**src/design/status_pkg.sv**
```systemverilog
// Constants and types shared by the status reporting hierarchy.
// Assumes a single system clock and a command decoder in front.
package status_pkg;
    // ------------------------------------------------------------
    // Widths
    // ------------------------------------------------------------
    localparam int unsigned BYTE_W  = 8;
    localparam int unsigned GROUP_W = 16;

    // ------------------------------------------------------------
    // Status byte bit positions
    // ------------------------------------------------------------
    localparam int unsigned STB_ERRQ = 2;
    localparam int unsigned STB_QUES = 3;
    localparam int unsigned STB_MAV  = 4;
    localparam int unsigned STB_ESB  = 5;
    localparam int unsigned STB_MSS  = 6;
    localparam int unsigned STB_OPER = 7;

    // ------------------------------------------------------------
    // Standard event bit positions
    // ------------------------------------------------------------
    localparam int unsigned SEV_OPC = 0;
    localparam int unsigned SEV_RQC = 1;
    localparam int unsigned SEV_QYE = 2;
    localparam int unsigned SEV_DDE = 3;
    localparam int unsigned SEV_EXE = 4;
    localparam int unsigned SEV_CME = 5;
    localparam int unsigned SEV_URQ = 6;
    localparam int unsigned SEV_PON = 7;

    // ------------------------------------------------------------
    // Reset values
    // ------------------------------------------------------------
    localparam logic [7:0]  RST_BYTE  = 8'h00;
    localparam logic [15:0] RST_GROUP = 16'h0000;
    localparam logic [7:0]  RST_SEV   = 8'h80;

    // ------------------------------------------------------------
    // Host command codes
    // ------------------------------------------------------------
    typedef enum logic [3:0] {
        CMD_NONE     = 4'h0,
        CMD_CLS      = 4'h1,
        CMD_STB_RD   = 4'h2,
        CMD_SRE_WR   = 4'h3,
        CMD_SRE_RD   = 4'h4,
        CMD_ESR_RD   = 4'h5,
        CMD_ESE_WR   = 4'h6,
        CMD_ESE_RD   = 4'h7,
        CMD_OPC      = 4'h8,
        CMD_GRP_COND = 4'h9,
        CMD_GRP_EVT  = 4'hA,
        CMD_GRP_NTR  = 4'hB,
        CMD_GRP_PTR  = 4'hC,
        CMD_GRP_ENA  = 4'hD,
        CMD_GRP_RD   = 4'hE
    } cmd_t;

    // Group field select for CMD_GRP_RD
    localparam logic [1:0] FLD_COND = 2'h0;
    localparam logic [1:0] FLD_EVT  = 2'h1;
    localparam logic [1:0] FLD_NTR  = 2'h2;
    localparam logic [1:0] FLD_PTR  = 2'h3;

    typedef enum logic [2:0] {
        OPC_IDLE = 3'b001,
        OPC_WAIT = 3'b010,
        OPC_DONE = 3'b100
    } opc_state_t;
endpackage : status_pkg

```
**src/design/group_if.sv**
```systemverilog
// Access carrier between the top and one generic status group.
// Assumes one request per cycle, driven by the top.
`timescale 1ns/100ps
interface group_if #(parameter int unsigned W = 16);
    logic         wr_ntr;
    logic         wr_ptr;
    logic         wr_ena;
    logic         rd_evt;
    logic         clr;
    logic [W-1:0] wdata;
    logic [W-1:0] cond;
    logic [W-1:0] evt;
    logic [W-1:0] ntr;
    logic [W-1:0] ptr;
    logic [W-1:0] ena;
    logic         summary;

    modport ctrl  (output wr_ntr, wr_ptr, wr_ena, rd_evt, clr, wdata,
                   input cond, evt, ntr, ptr, ena, summary);
    modport group (input wr_ntr, wr_ptr, wr_ena, rd_evt, clr, wdata,
                   output cond, evt, ntr, ptr, ena, summary);
endinterface : group_if

```
**src/design/status_group.sv**
```systemverilog
// One generic status group: condition, transition filters, event, enable.
// Assumes condition inputs synchronous to clock.
`timescale 1ns/100ps
module status_group
    import status_pkg::*;
#(
    parameter int unsigned W = GROUP_W
) (
    input  wire logic   clock,
    input  wire logic   reset_n,
    input  wire logic   enable,
    input  wire logic [W-1:0] cond_in,
    group_if.group      bus
);
    // Width check at elaboration
    if (W < 1 || W > GROUP_W) begin : g_bad_width
        $error("status_group width out of range");
    end

    typedef struct packed {
        logic [W-1:0] prev;
        logic [W-1:0] evt;
        logic [W-1:0] ntr;
        logic [W-1:0] ptr;
        logic [W-1:0] ena;
        logic         summary;
    } grp_state_t;

    grp_state_t st;
    grp_state_t next_st;
    logic [W-1:0] hits;

    always_comb begin
        next_st = st;
        next_st.prev = cond_in;
        hits = (st.prev & ~cond_in & st.ntr)
             | (~st.prev & cond_in & st.ptr);
        if (bus.rd_evt || bus.clr) begin
            next_st.evt = hits;
        end else begin
            next_st.evt = st.evt | hits;
        end
        if (bus.wr_ntr) begin
            next_st.ntr = bus.wdata;
        end
        if (bus.wr_ptr) begin
            next_st.ptr = bus.wdata;
        end
        if (bus.wr_ena) begin
            next_st.ena = bus.wdata;
        end
        next_st.summary = |(next_st.evt & next_st.ena);
    end

    always_ff @(posedge clock or negedge reset_n) begin
        if (!reset_n) begin
            st <= '0;
        end else if (enable) begin
            st <= next_st;
        end
    end

    assign bus.cond    = cond_in;
    assign bus.evt     = st.evt;
    assign bus.ntr     = st.ntr;
    assign bus.ptr     = st.ptr;
    assign bus.ena     = st.ena;
    assign bus.summary = st.summary;
endmodule : status_group

```
**src/design/status_reporting_hierarchy.sv**
```systemverilog
// Status reporting hierarchy: status byte, service request enable,
// standard event group and two generic status groups.
// Assumes a command decoder presents one command per cycle, synchronous.
`timescale 1ns/100ps
module status_reporting_hierarchy
    import status_pkg::*;
#(
    parameter int unsigned OPER_W = GROUP_W,
    parameter int unsigned QUES_W = GROUP_W
) (
    input  wire logic                clock,
    input  wire logic                reset_n,
    input  wire logic                enable,
    input  wire logic [3:0]          cmd,
    input  wire logic                cmd_grp,
    input  wire logic [1:0]          cmd_field,
    input  wire logic [GROUP_W-1:0]  cmd_data,
    input  wire logic                pending_busy,
    input  wire logic                err_valid,
    input  wire logic signed [15:0]  err_code,
    input  wire logic                local_key,
    input  wire logic                err_queue_nonempty,
    input  wire logic                out_queue_nonempty,
    input  wire logic [OPER_W-1:0]   oper_cond,
    input  wire logic [QUES_W-1:0]   ques_cond,
    output logic                     resp_valid,
    output logic [GROUP_W-1:0]       resp_data,
    output logic [BYTE_W-1:0]        status_byte,
    output logic                     service_request
);
    // Group width checks at elaboration
    if (OPER_W < 1 || OPER_W > GROUP_W) begin : g_bad_oper_w
        $error("OPER_W out of range");
    end
    if (QUES_W < 1 || QUES_W > GROUP_W) begin : g_bad_ques_w
        $error("QUES_W out of range");
    end

    // ------------------------------------------------------------
    // Error code ranges
    // ------------------------------------------------------------
    localparam logic signed [15:0] QYE_LO = -16'sd499;
    localparam logic signed [15:0] QYE_HI = -16'sd400;
    localparam logic signed [15:0] DDE_LO = -16'sd399;
    localparam logic signed [15:0] DDE_HI = -16'sd300;
    localparam logic signed [15:0] DEV_LO = 16'sd1;
    localparam logic signed [15:0] DEV_HI = 16'sd32767;
    localparam logic signed [15:0] EXE_LO = -16'sd299;
    localparam logic signed [15:0] EXE_HI = -16'sd200;
    localparam logic signed [15:0] CME_LO = -16'sd199;
    localparam logic signed [15:0] CME_HI = -16'sd100;

    // ------------------------------------------------------------
    // Generic groups
    // ------------------------------------------------------------
    group_if #(.W(OPER_W)) oper_bus ();
    group_if #(.W(QUES_W)) ques_bus ();

    status_group #(.W(OPER_W)) u_oper (
        .clock   (clock),
        .reset_n (reset_n),
        .enable  (enable),
        .cond_in (oper_cond),
        .bus     (oper_bus.group)
    );

    status_group #(.W(QUES_W)) u_ques (
        .clock   (clock),
        .reset_n (reset_n),
        .enable  (enable),
        .cond_in (ques_cond),
        .bus     (ques_bus.group)
    );

    // ------------------------------------------------------------
    // State
    // ------------------------------------------------------------
    typedef struct packed {
        logic [BYTE_W-1:0]  sre;
        logic [BYTE_W-1:0]  sev;
        logic [BYTE_W-1:0]  ese;
        opc_state_t         opc;
        logic               resp_valid;
        logic [GROUP_W-1:0] resp_data;
        logic [BYTE_W-1:0]  stb;
        logic               srq;
    } top_state_t;

    top_state_t st;
    top_state_t next_st;
    cmd_t       op;
    logic [BYTE_W-1:0]  sev_hits;
    logic [BYTE_W-1:0]  stb_raw;
    logic               sev_sum;
    logic               is_cls;
    logic               g_rd;

    assign op = cmd_t'(cmd);
    assign is_cls = (op == CMD_CLS);

    // ------------------------------------------------------------
    // Group access strobes
    // ------------------------------------------------------------
    always_comb begin
        g_rd = (op == CMD_GRP_RD) && (cmd_field == FLD_EVT);
        oper_bus.wr_ntr = !cmd_grp && (op == CMD_GRP_NTR);
        oper_bus.wr_ptr = !cmd_grp && (op == CMD_GRP_PTR);
        oper_bus.wr_ena = !cmd_grp && (op == CMD_GRP_ENA);
        oper_bus.rd_evt = !cmd_grp && (g_rd || op == CMD_GRP_EVT);
        oper_bus.clr    = is_cls;
        oper_bus.wdata  = cmd_data[OPER_W-1:0];
        ques_bus.wr_ntr = cmd_grp && (op == CMD_GRP_NTR);
        ques_bus.wr_ptr = cmd_grp && (op == CMD_GRP_PTR);
        ques_bus.wr_ena = cmd_grp && (op == CMD_GRP_ENA);
        ques_bus.rd_evt = cmd_grp && (g_rd || op == CMD_GRP_EVT);
        ques_bus.clr    = is_cls;
        ques_bus.wdata  = cmd_data[QUES_W-1:0];
    end

    // ------------------------------------------------------------
    // Next state
    // ------------------------------------------------------------
    always_comb begin
        next_st = st;
        next_st.resp_valid = 1'b0;
        sev_hits = '0;

        // Operation complete tracking
        case (st.opc)
            OPC_IDLE: begin
                if (op == CMD_OPC) begin
                    next_st.opc = OPC_WAIT;
                end
            end
            OPC_WAIT: begin
                if (!pending_busy) begin
                    next_st.opc = OPC_DONE;
                end
            end
            OPC_DONE: begin
                next_st.opc = OPC_IDLE;
            end
            default: begin
                next_st.opc = OPC_IDLE;
            end
        endcase
        sev_hits[SEV_OPC] = (st.opc == OPC_DONE);

        if (err_valid) begin
            sev_hits[SEV_QYE] = err_code >= QYE_LO && err_code <= QYE_HI;
            sev_hits[SEV_DDE] = (err_code >= DDE_LO && err_code <= DDE_HI)
                             || (err_code >= DEV_LO && err_code <= DEV_HI);
            sev_hits[SEV_EXE] = err_code >= EXE_LO && err_code <= EXE_HI;
            sev_hits[SEV_CME] = err_code >= CME_LO && err_code <= CME_HI;
        end
        sev_hits[SEV_URQ] = local_key;

        // Events set directly, read or clear wins only without a new hit
        if (op == CMD_ESR_RD || is_cls) begin
            next_st.sev = sev_hits;
        end else begin
            next_st.sev = st.sev | sev_hits;
        end
        next_st.sev[SEV_RQC] = 1'b0;
        if (is_cls) begin
            next_st.opc = OPC_IDLE;
        end

        if (op == CMD_SRE_WR) begin
            next_st.sre = cmd_data[BYTE_W-1:0];
        end
        if (op == CMD_ESE_WR) begin
            next_st.ese = cmd_data[BYTE_W-1:0];
        end

        // Responses
        case (op)
            CMD_STB_RD: begin
                next_st.resp_valid = 1'b1;
                next_st.resp_data  = {8'h00, st.stb};
            end
            CMD_SRE_RD: begin
                next_st.resp_valid = 1'b1;
                next_st.resp_data  = {8'h00, st.sre};
            end
            CMD_ESR_RD: begin
                next_st.resp_valid = 1'b1;
                next_st.resp_data  = {8'h00, st.sev};
            end
            CMD_ESE_RD: begin
                next_st.resp_valid = 1'b1;
                next_st.resp_data  = {8'h00, st.ese};
            end
            CMD_GRP_EVT, CMD_GRP_RD: begin
                next_st.resp_valid = 1'b1;
                if (op == CMD_GRP_EVT) begin
                    next_st.resp_data = cmd_grp ? GROUP_W'(ques_bus.evt)
                                                : GROUP_W'(oper_bus.evt);
                end else if (cmd_field == FLD_COND) begin
                    next_st.resp_data = cmd_grp ? GROUP_W'(ques_bus.cond)
                                                : GROUP_W'(oper_bus.cond);
                end else if (cmd_field == FLD_EVT) begin
                    next_st.resp_data = cmd_grp ? GROUP_W'(ques_bus.evt)
                                                : GROUP_W'(oper_bus.evt);
                end else if (cmd_field == FLD_NTR) begin
                    next_st.resp_data = cmd_grp ? GROUP_W'(ques_bus.ntr)
                                                : GROUP_W'(oper_bus.ntr);
                end else begin
                    next_st.resp_data = cmd_grp ? GROUP_W'(ques_bus.ptr)
                                                : GROUP_W'(oper_bus.ptr);
                end
            end
            CMD_GRP_COND: begin
                next_st.resp_valid = 1'b1;
                next_st.resp_data  = cmd_grp ? GROUP_W'(ques_bus.cond)
                                             : GROUP_W'(oper_bus.cond);
            end
            default: begin
                next_st.resp_data = st.resp_data;
            end
        endcase

        // Status byte from registered summaries and the unregistered queue inputs
        sev_sum = |(st.sev & st.ese);
        stb_raw = '0;
        stb_raw[STB_ERRQ] = err_queue_nonempty;
        stb_raw[STB_QUES] = ques_bus.summary;
        stb_raw[STB_MAV]  = out_queue_nonempty;
        stb_raw[STB_ESB]  = sev_sum;
        stb_raw[STB_OPER] = oper_bus.summary;
        stb_raw[STB_MSS]  = |(stb_raw & st.sre);
        next_st.stb = stb_raw;
        next_st.srq = stb_raw[STB_MSS];
    end

    // ------------------------------------------------------------
    // Registers
    // ------------------------------------------------------------
    always_ff @(posedge clock or negedge reset_n) begin
        if (!reset_n) begin
            st.sre        <= RST_BYTE;
            st.sev        <= RST_SEV;
            st.ese        <= RST_BYTE;
            st.opc        <= OPC_IDLE;
            st.resp_valid <= 1'b0;
            st.resp_data  <= RST_GROUP;
            st.stb        <= RST_BYTE;
            st.srq        <= 1'b0;
        end else if (enable) begin
            st <= next_st;
        end
    end

    assign resp_valid      = st.resp_valid;
    assign resp_data       = st.resp_data;
    assign status_byte     = st.stb;
    assign service_request = st.srq;
endmodule : status_reporting_hierarchy

```
**config.mk**
```make
export PLATFORM = sky130hd
export DESIGN_NAME = status_reporting_hierarchy
export DESIGN_NICKNAME = d
export VERILOG_FILES = /design/src/design/status_pkg.sv /design/src/design/group_if.sv /design/src/design/status_group.sv /design/src/design/status_reporting_hierarchy.sv
export SDC_FILE = /design/constraint.sdc
export NUM_CORES = 1
export LEC_CHECK = 0
export BUFFER_PORTS_ARGS = -buffer_cell sky130_fd_sc_hd__buf_4
export CAP_MARGIN = 20
export CORE_UTILIZATION = 55
export CTS_CLUSTER_DIAMETER = 120
export CTS_CLUSTER_SIZE = 40
export DETAILED_ROUTE_END_ITERATION = 8
export PLACE_DENSITY_LB_ADDON = 0.08
export SLEW_MARGIN = 20
export SYNTH_ARGS = -nofsm -noshare
export SYNTH_HDL_FRONTEND = slang
export SYNTH_SLANG_ARGS = --single-unit
```
**constraint.sdc**
```tcl
create_clock -name clock -period 2.1 [get_ports clock]
set_clock_uncertainty 0.15 [all_clocks]
set_input_delay 0.63 -clock clock [delete_from_list [all_inputs] [get_ports clock]]
set_output_delay 0.63 -clock clock [all_outputs]
set_load 0.02 [all_outputs]
```
* Yosys cells after proc, flatten, opt, wreduce, memory -nomap -nowiden
Cells that the tools add are included.
** Word-level totals
- Bits in registers :: 212
- Input port bits :: 79
- Word-level logic and storage cells :: 128
- Output and inout bits :: 26
** Operators by class
- Muxes and demuxes :: 20
- Reductions and logical operators :: 36
- Equal/unequal tests :: 21
- Order comparisons :: 10
- Bitwise gates (word level) :: 21
** Operators by type and width (number)
- 16-bit 2-to-1 mux :: 12
- 16-bit bitwise AND :: 10
- 16-bit case mux with 6 select lines :: 1
- 16-bit inverter :: 4
- 16-bit OR :: 4
- 16-bit by 10-bit greater-or-equal comparator with 1-bit output, second input constant :: 3
- 16-bit by 10-bit <= comparator with 1-bit output, second input constant :: 2
- 16-bit OR reduction :: 2
- 4-bit equality test, second input constant :: 7
- 8-bit bitwise AND :: 2
- 4-bit by 3-bit equality test with 1-bit output, second input constant :: 4
- 16-bit by 2-bit greater-or-equal comparator with 1-bit output, second input constant :: 1
- 16-bit by 9-bit greater-or-equal comparator with 1-bit output, second input constant :: 1
- 16-bit <= comparator, second input constant :: 1
- 16-bit by 8-bit <= comparator with 1-bit output, second input constant :: 1
- 16-bit by 9-bit <= comparator with 1-bit output, second input constant :: 1
- 8-bit OR reduction :: 2
- 1-bit logical AND :: 14
- 2-bit AND reduction :: 7
- 3-bit 2-to-1 mux :: 3
- 4-bit by 2-bit equality test with 1-bit output, second input constant :: 2
- 8-bit 2-to-1 mux :: 1
- 8-bit by 7-bit OR with 8-bit output :: 1
- 7-bit OR reduction :: 1
- 16 further kinds :: 21

* Depth between registers and ports, before layout
- Depth after elaboration :: 8
- Gate-level depth with buffers :: 9
- Depth with buffers taken out :: 6

* By module
A second synthesis with hierarchy kept.
** Second synthesis, totals
- Cell total of the unflattened synthesis :: 1141
- Area, all modules :: 12593.3 um^2
** Modules (own cells, without submodules)
- status_group :: times used 2, sequential area each 2026.9 um^2, cells an instance 363, area each 4324.1 um^2
- status_reporting_hierarchy :: times used 1, sequential area each 1228.7 um^2, cells an instance 415, area each 3945.0 um^2

* Worst setup path before layout
No wires, ideal clock.
- Kind :: input to register
- Start point :: in cmd_field[0]
- End point :: reg resp_data[6] (netlist name)
- Stages :: 7
- Path slack :: -0.310 ns
- Required time :: 1.817 ns
- Buffers on the path :: 1
- Library setup time :: 0.133 ns
- Data arrival time :: 2.127 ns
- Cells stage by stage :: buf_4 -> nor2b_1 -> mux4_1 -> a21oi_1 -> nor2_1 -> nor3_1 -> o31ai_1
** On the way
- Cells in the longest elaborated chain, start to end :: 6
- Elaborated cells between the ends (all ways) :: 8
- Classes of those cells :: eq/ne (2); mux (5); reduce/logical (1)
** RTL lines
- start, declared :: RTL line status_reporting_hierarchy.sv:16 : input wire logic [1:0] cmd_field,
- 2-bit equality test :: RTL line status_reporting_hierarchy.sv:205 : end else if (cmd_field == FLD_NTR) begin
- 16-bit 2-to-1 mux :: RTL line status_reporting_hierarchy.sv:205
- 16-bit 2-to-1 mux :: RTL line status_reporting_hierarchy.sv:202 : end else if (cmd_field == FLD_EVT) begin
- 16-bit 2-to-1 mux (*) :: RTL line status_reporting_hierarchy.sv:199 : end else if (cmd_field == FLD_COND) begin
- 16-bit 2-to-1 mux (*) :: RTL line status_reporting_hierarchy.sv:196 : if (op == CMD_GRP_EVT) begin
- 16-bit case mux with 6 select lines (*) :: RTL line status_reporting_hierarchy.sv:177 : case (op)
Mark *: on every way between the ends. The rest lies on a longest branch, timed or not.
A chain may end at the register's enable or synchronous reset.

* Final worst setup path
- Start point :: in cmd[1]
- End point :: reg resp_data[5] (netlist name)
** On the way
- Cells in the longest elaborated chain, start to end :: 4
- Elaborated cells between the ends (all ways) :: 12
- Classes of those cells :: eq/ne (7); mux (2); reduce/logical (3)
** RTL lines
- start, declared :: RTL line status_reporting_hierarchy.sv:14 : input wire logic [3:0] cmd,
- 4-bit equality test (on tied branches) :: RTL line status_reporting_hierarchy.sv:177, status_reporting_hierarchy.sv:196
- 2-bit OR reduction :: RTL line status_reporting_hierarchy.sv:177
- 6-bit nonzero test (no line)
- 2-bit AND reduction (no line)
Several ways; a longest one is shown, not always the timed one.

==> summary.md <==
| Metric | Value |
|---|---|
| Status | `complete, but fails checks` |
| Failing checks | `negative setup slack` |
| Ys flop type | `dfrtp_1` |
| Switching power | `3175 uW` |
| Async SR Flop Fraction | `1.000` |
| Critical path class | `in2reg` |
| H-tree depth | `1` |
| Cell Count, Final, Fillers Out | `1406` |
| Cells after DPL | `about 1400` |
| Routability cong. | `0.9220` |
| Wire length per cell | `between 20 and 25 um` |
| Worst Setup End Kind | `flip-flop` |
| Antenna violations before repair | `0` |
| CP Launch Type | `input pin` |
| Max Fclk | `461.2 MHz` |
| FF+latch count, synth | `around 210` |
| Largest net degree at the start of global routing | `56` |
| Worst-Margin Slew | `~0.64 ns` |
| # IOs | `105` |
| Peak VDD IR | `0.0005253 V` |
| Clk network pwr share | `0.213` |
| ANT cells | `0` |
| Worst-Skew Late Latency | `0.49 ns` |
| Cells after synthesis | `979` |
| Fin. Hold Viols | `0` |
| WHS | `0.2104 ns` |
| Share of cells above drive strength 1 | `0.3970` |
| Max_slew headroom | `0.5698` |
| Pwr Total | `10200 uW` |
| Commonest cells after routing, fill and taps aside | `buf_4 (210), dfrtp_1 (209), mux2_2 (162)` |
| Vert. Die Dim | `143.7 um` |
| Final nets | `1219` |
| Syn avg cell area | `11.29 um2` |
| First-pass GRT wire length | `47930 um` |
| Synth top area cells | `dfrtp_1 (47%), mux2_2 (17%), mux2i_1 (5.6%)` |
| Core ar. | `19590 um2` |
| TritonRoute pass-1 iters | `6` |
| CTS max path bufs | `3` |
| Cell taking the most area after synthesis | `dfrtp_1` |
| CTS tree | `yes` |
| DRC errors left | `0` |
| Initial DRC Count | `717` |
| Via density | `6.180` |
| Final setup vio count | `1` |
| Post-synth top area share | `0.4733` |
| Switching share of power | `0.3113` |
| Vias in the first global route | `8364` |
| Row cnt | `51` |
| Cell internal pwr | `7025 uW` |
| Worst Hold Class | `in2reg` |
| Data required time at the worst endpoint | `2.38 ns` |
| Die W | `143.7 um` |
| EDFF count, synth | `0` |
| Max cap viols | `0` |
| Area taken by multi-input logic gates | `5456 um2` |
| Pleak | `0.005699 uW` |
| Total number of yosys warnings | `0` |
| Fill cells | `1522` |
| Final Util | `0.6824` |
| Post-DP HPWL | `23220 um` |
| GR Overflow Total | `0` |
| Antenna viol nets, final | `0` |
| FF+latch area | `5283 um2` |
| Post-synthesis cell type count | `58` |
| Register area share after synthesis | `0.4781` |
| Synth Cell Area | `11050 um2` |
| Final WS setup | `-0.06842 ns` |
| CTS sink count | `211` |
| Most common cell after layout, fill and taps aside | `buf_4` |
| WL final | `31310 um` |
| Fin crit period | `around 2.2 ns` |
| Total power per unit cell area | `763.0 nW/um2` |
| Seq pwr share | `0.525` |
| Critical Path Fanout Max | `7` |
| Crit path DAT | `roughly 2.5 ns` |
| Comb pwr share | `0.262` |
| Pre-CTS setup slack | `-0.4983 ns` |
| CTS root buf | `clkbuf_16` |
| Num CTS Buffers | `9` |
| Final Max Slew Viols | `0` |
| Initial Util | `0.5640` |
| Total Routing Usage GR | `0.3129` |
| Clk pin slew, worst setup/hold paths | `0.13 ns` |
| Port buffer count | `~100` |
| Fin crit share | `1.033` |
| Vias | `just under 9000` |
| Die ar. | `20660 um2` |
| Layout area overhead | `20.99%` |
| Unrepaired setup endpoints after global routing | `yes` |
## synth_stat cells (all sizes together), types with 2 or more instances
| library cell | instances |
|---|---|
| dfrtp | 209 |
| mux2 | 162 |
| nor2 | 68 |
| nand2 | 66 |
| buf | 62 |
| mux2i | 62 |
| o21ai | 55 |
| a21oi | 54 |
| a31oi | 36 |
| nand3b | 33 |
| o22ai | 28 |
| clkbuf | 22 |
| a221oi | 12 |
| mux4 | 12 |
| nand3 | 9 |
| nor3 | 9 |
| a22o | 8 |
| a22oi | 8 |
| a222oi | 6 |
| nand2b | 6 |
| inv | 5 |
| a211oi | 3 |
| nor2b | 3 |
| nor3b | 3 |
| nor4 | 3 |
| o211ai | 3 |
| o221ai | 3 |
| o31ai | 3 |
| a211o | 2 |
| and2 | 2 |
| and4 | 2 |
| dfstp | 2 |
| nand4 | 2 |
| o21a | 2 |
| or3b | 2 |
## cells by family after synthesis
kind of cell	count (synthesis)	share of synthesized area
muxes	236	0.2467
AOI/OAI and AO/OA	229	0.1308
and+or+nand+nor	213	0.09727
DFF	211	0.4781
buffers and inverters	89	0.04677
other	1	0.0003394
## area by class of cell
class / count / share of cell area
Multi-Input combinational cell: 680 / 0.4081
Sequential cell: 211 / 0.3951
Timing Repair Buffer: 233 / 0.1505
Tap cell: 265 / 0.02480
Clock buffer: 10 / 0.01788
Clock inverter: 2 / 0.002153
Inverter: 5 / 0.001404
## worst paths after layout
check                                    from                end  slack, ns  depth (start not counted)
max                                    cmd[1]       resp_data[5]      -0.07                          8
min                                 local_key             st[43]       0.21                          2
max reg2reg                u_ques.bus.ntr[11]      resp_data[11]       0.14                          6
min reg2reg                     resp_data[15]      resp_data[15]       0.35                          2
max in group asynchronous             reset_n  u_ques.bus.ntr[6]       0.72                          3
min in group asynchronous             reset_n      u_oper.st[77]       0.42                          2
## through the flow
stage	TNS (ns)	cell area, um2
floorplan	-0.5986	11160
global placement	-30.77	12930
detailed placement	-32.23	12930
CTS	0	13200
global route	-0.08072	13370
finish	-0.06842	13370
## critical path: stages
cell and delay [ns]:
buf_4 0.14, nor2b_1 0.18, nand3b_1 0.29, nand2_1 0.26, a221oi_1 0.51, buf_4 0.20
o22ai_1 0.08, o21ai_0 0.15
## registers in the layout, summed over array words and instances (netlist names), 6 cells and up
| name | cells |
|---|---|
| resp_data | 16 |
| st | 26 |
| status_byte | 6 |
| u_oper.bus.ena | 16 |
| u_oper.bus.evt | 16 |
| u_oper.bus.ntr | 16 |
| u_oper.bus.ptr | 16 |
| u_oper.st | 16 |
| u_ques.bus.ena | 16 |
| u_ques.bus.evt | 16 |
| u_ques.bus.ntr | 16 |
| u_ques.bus.ptr | 16 |
| u_ques.st | 16 |
## power by group through the flow
stage               Sequential, uW  Clock [uW]  Combinational, uW
floorplan                     5210           0               1710
global placement              5380           0               2540
detailed placement            5400           0               2590
CTS                           5320        2220               2610
global route                  5440        2350               2900
finish                        5360        2170               2670
## repair_timing
| action | CTS | global route |
|---|---|---|
| setup endpoints to repair | 0 | 5 |
| setup buffers | 0 | 2 |
| gates resized for setup | 0 | 22 |
| hold buffers | 1 | 0 |
| endpoints found under the hold margin | 22 | 0 |
## per-layer routing
metal | part of all wire | track usage | vias up
met5 | 0 | 0 | -
met4 | 0.032 | 0.1047 | 0
met3 | 0.067 | 0.05565 | 56
met2 | 0.45 | 0.4819 | 332
met1 | 0.45 | 0.4468 | 4353
li1 | - | - | 3948
Power figures use the tool's default switching activity.
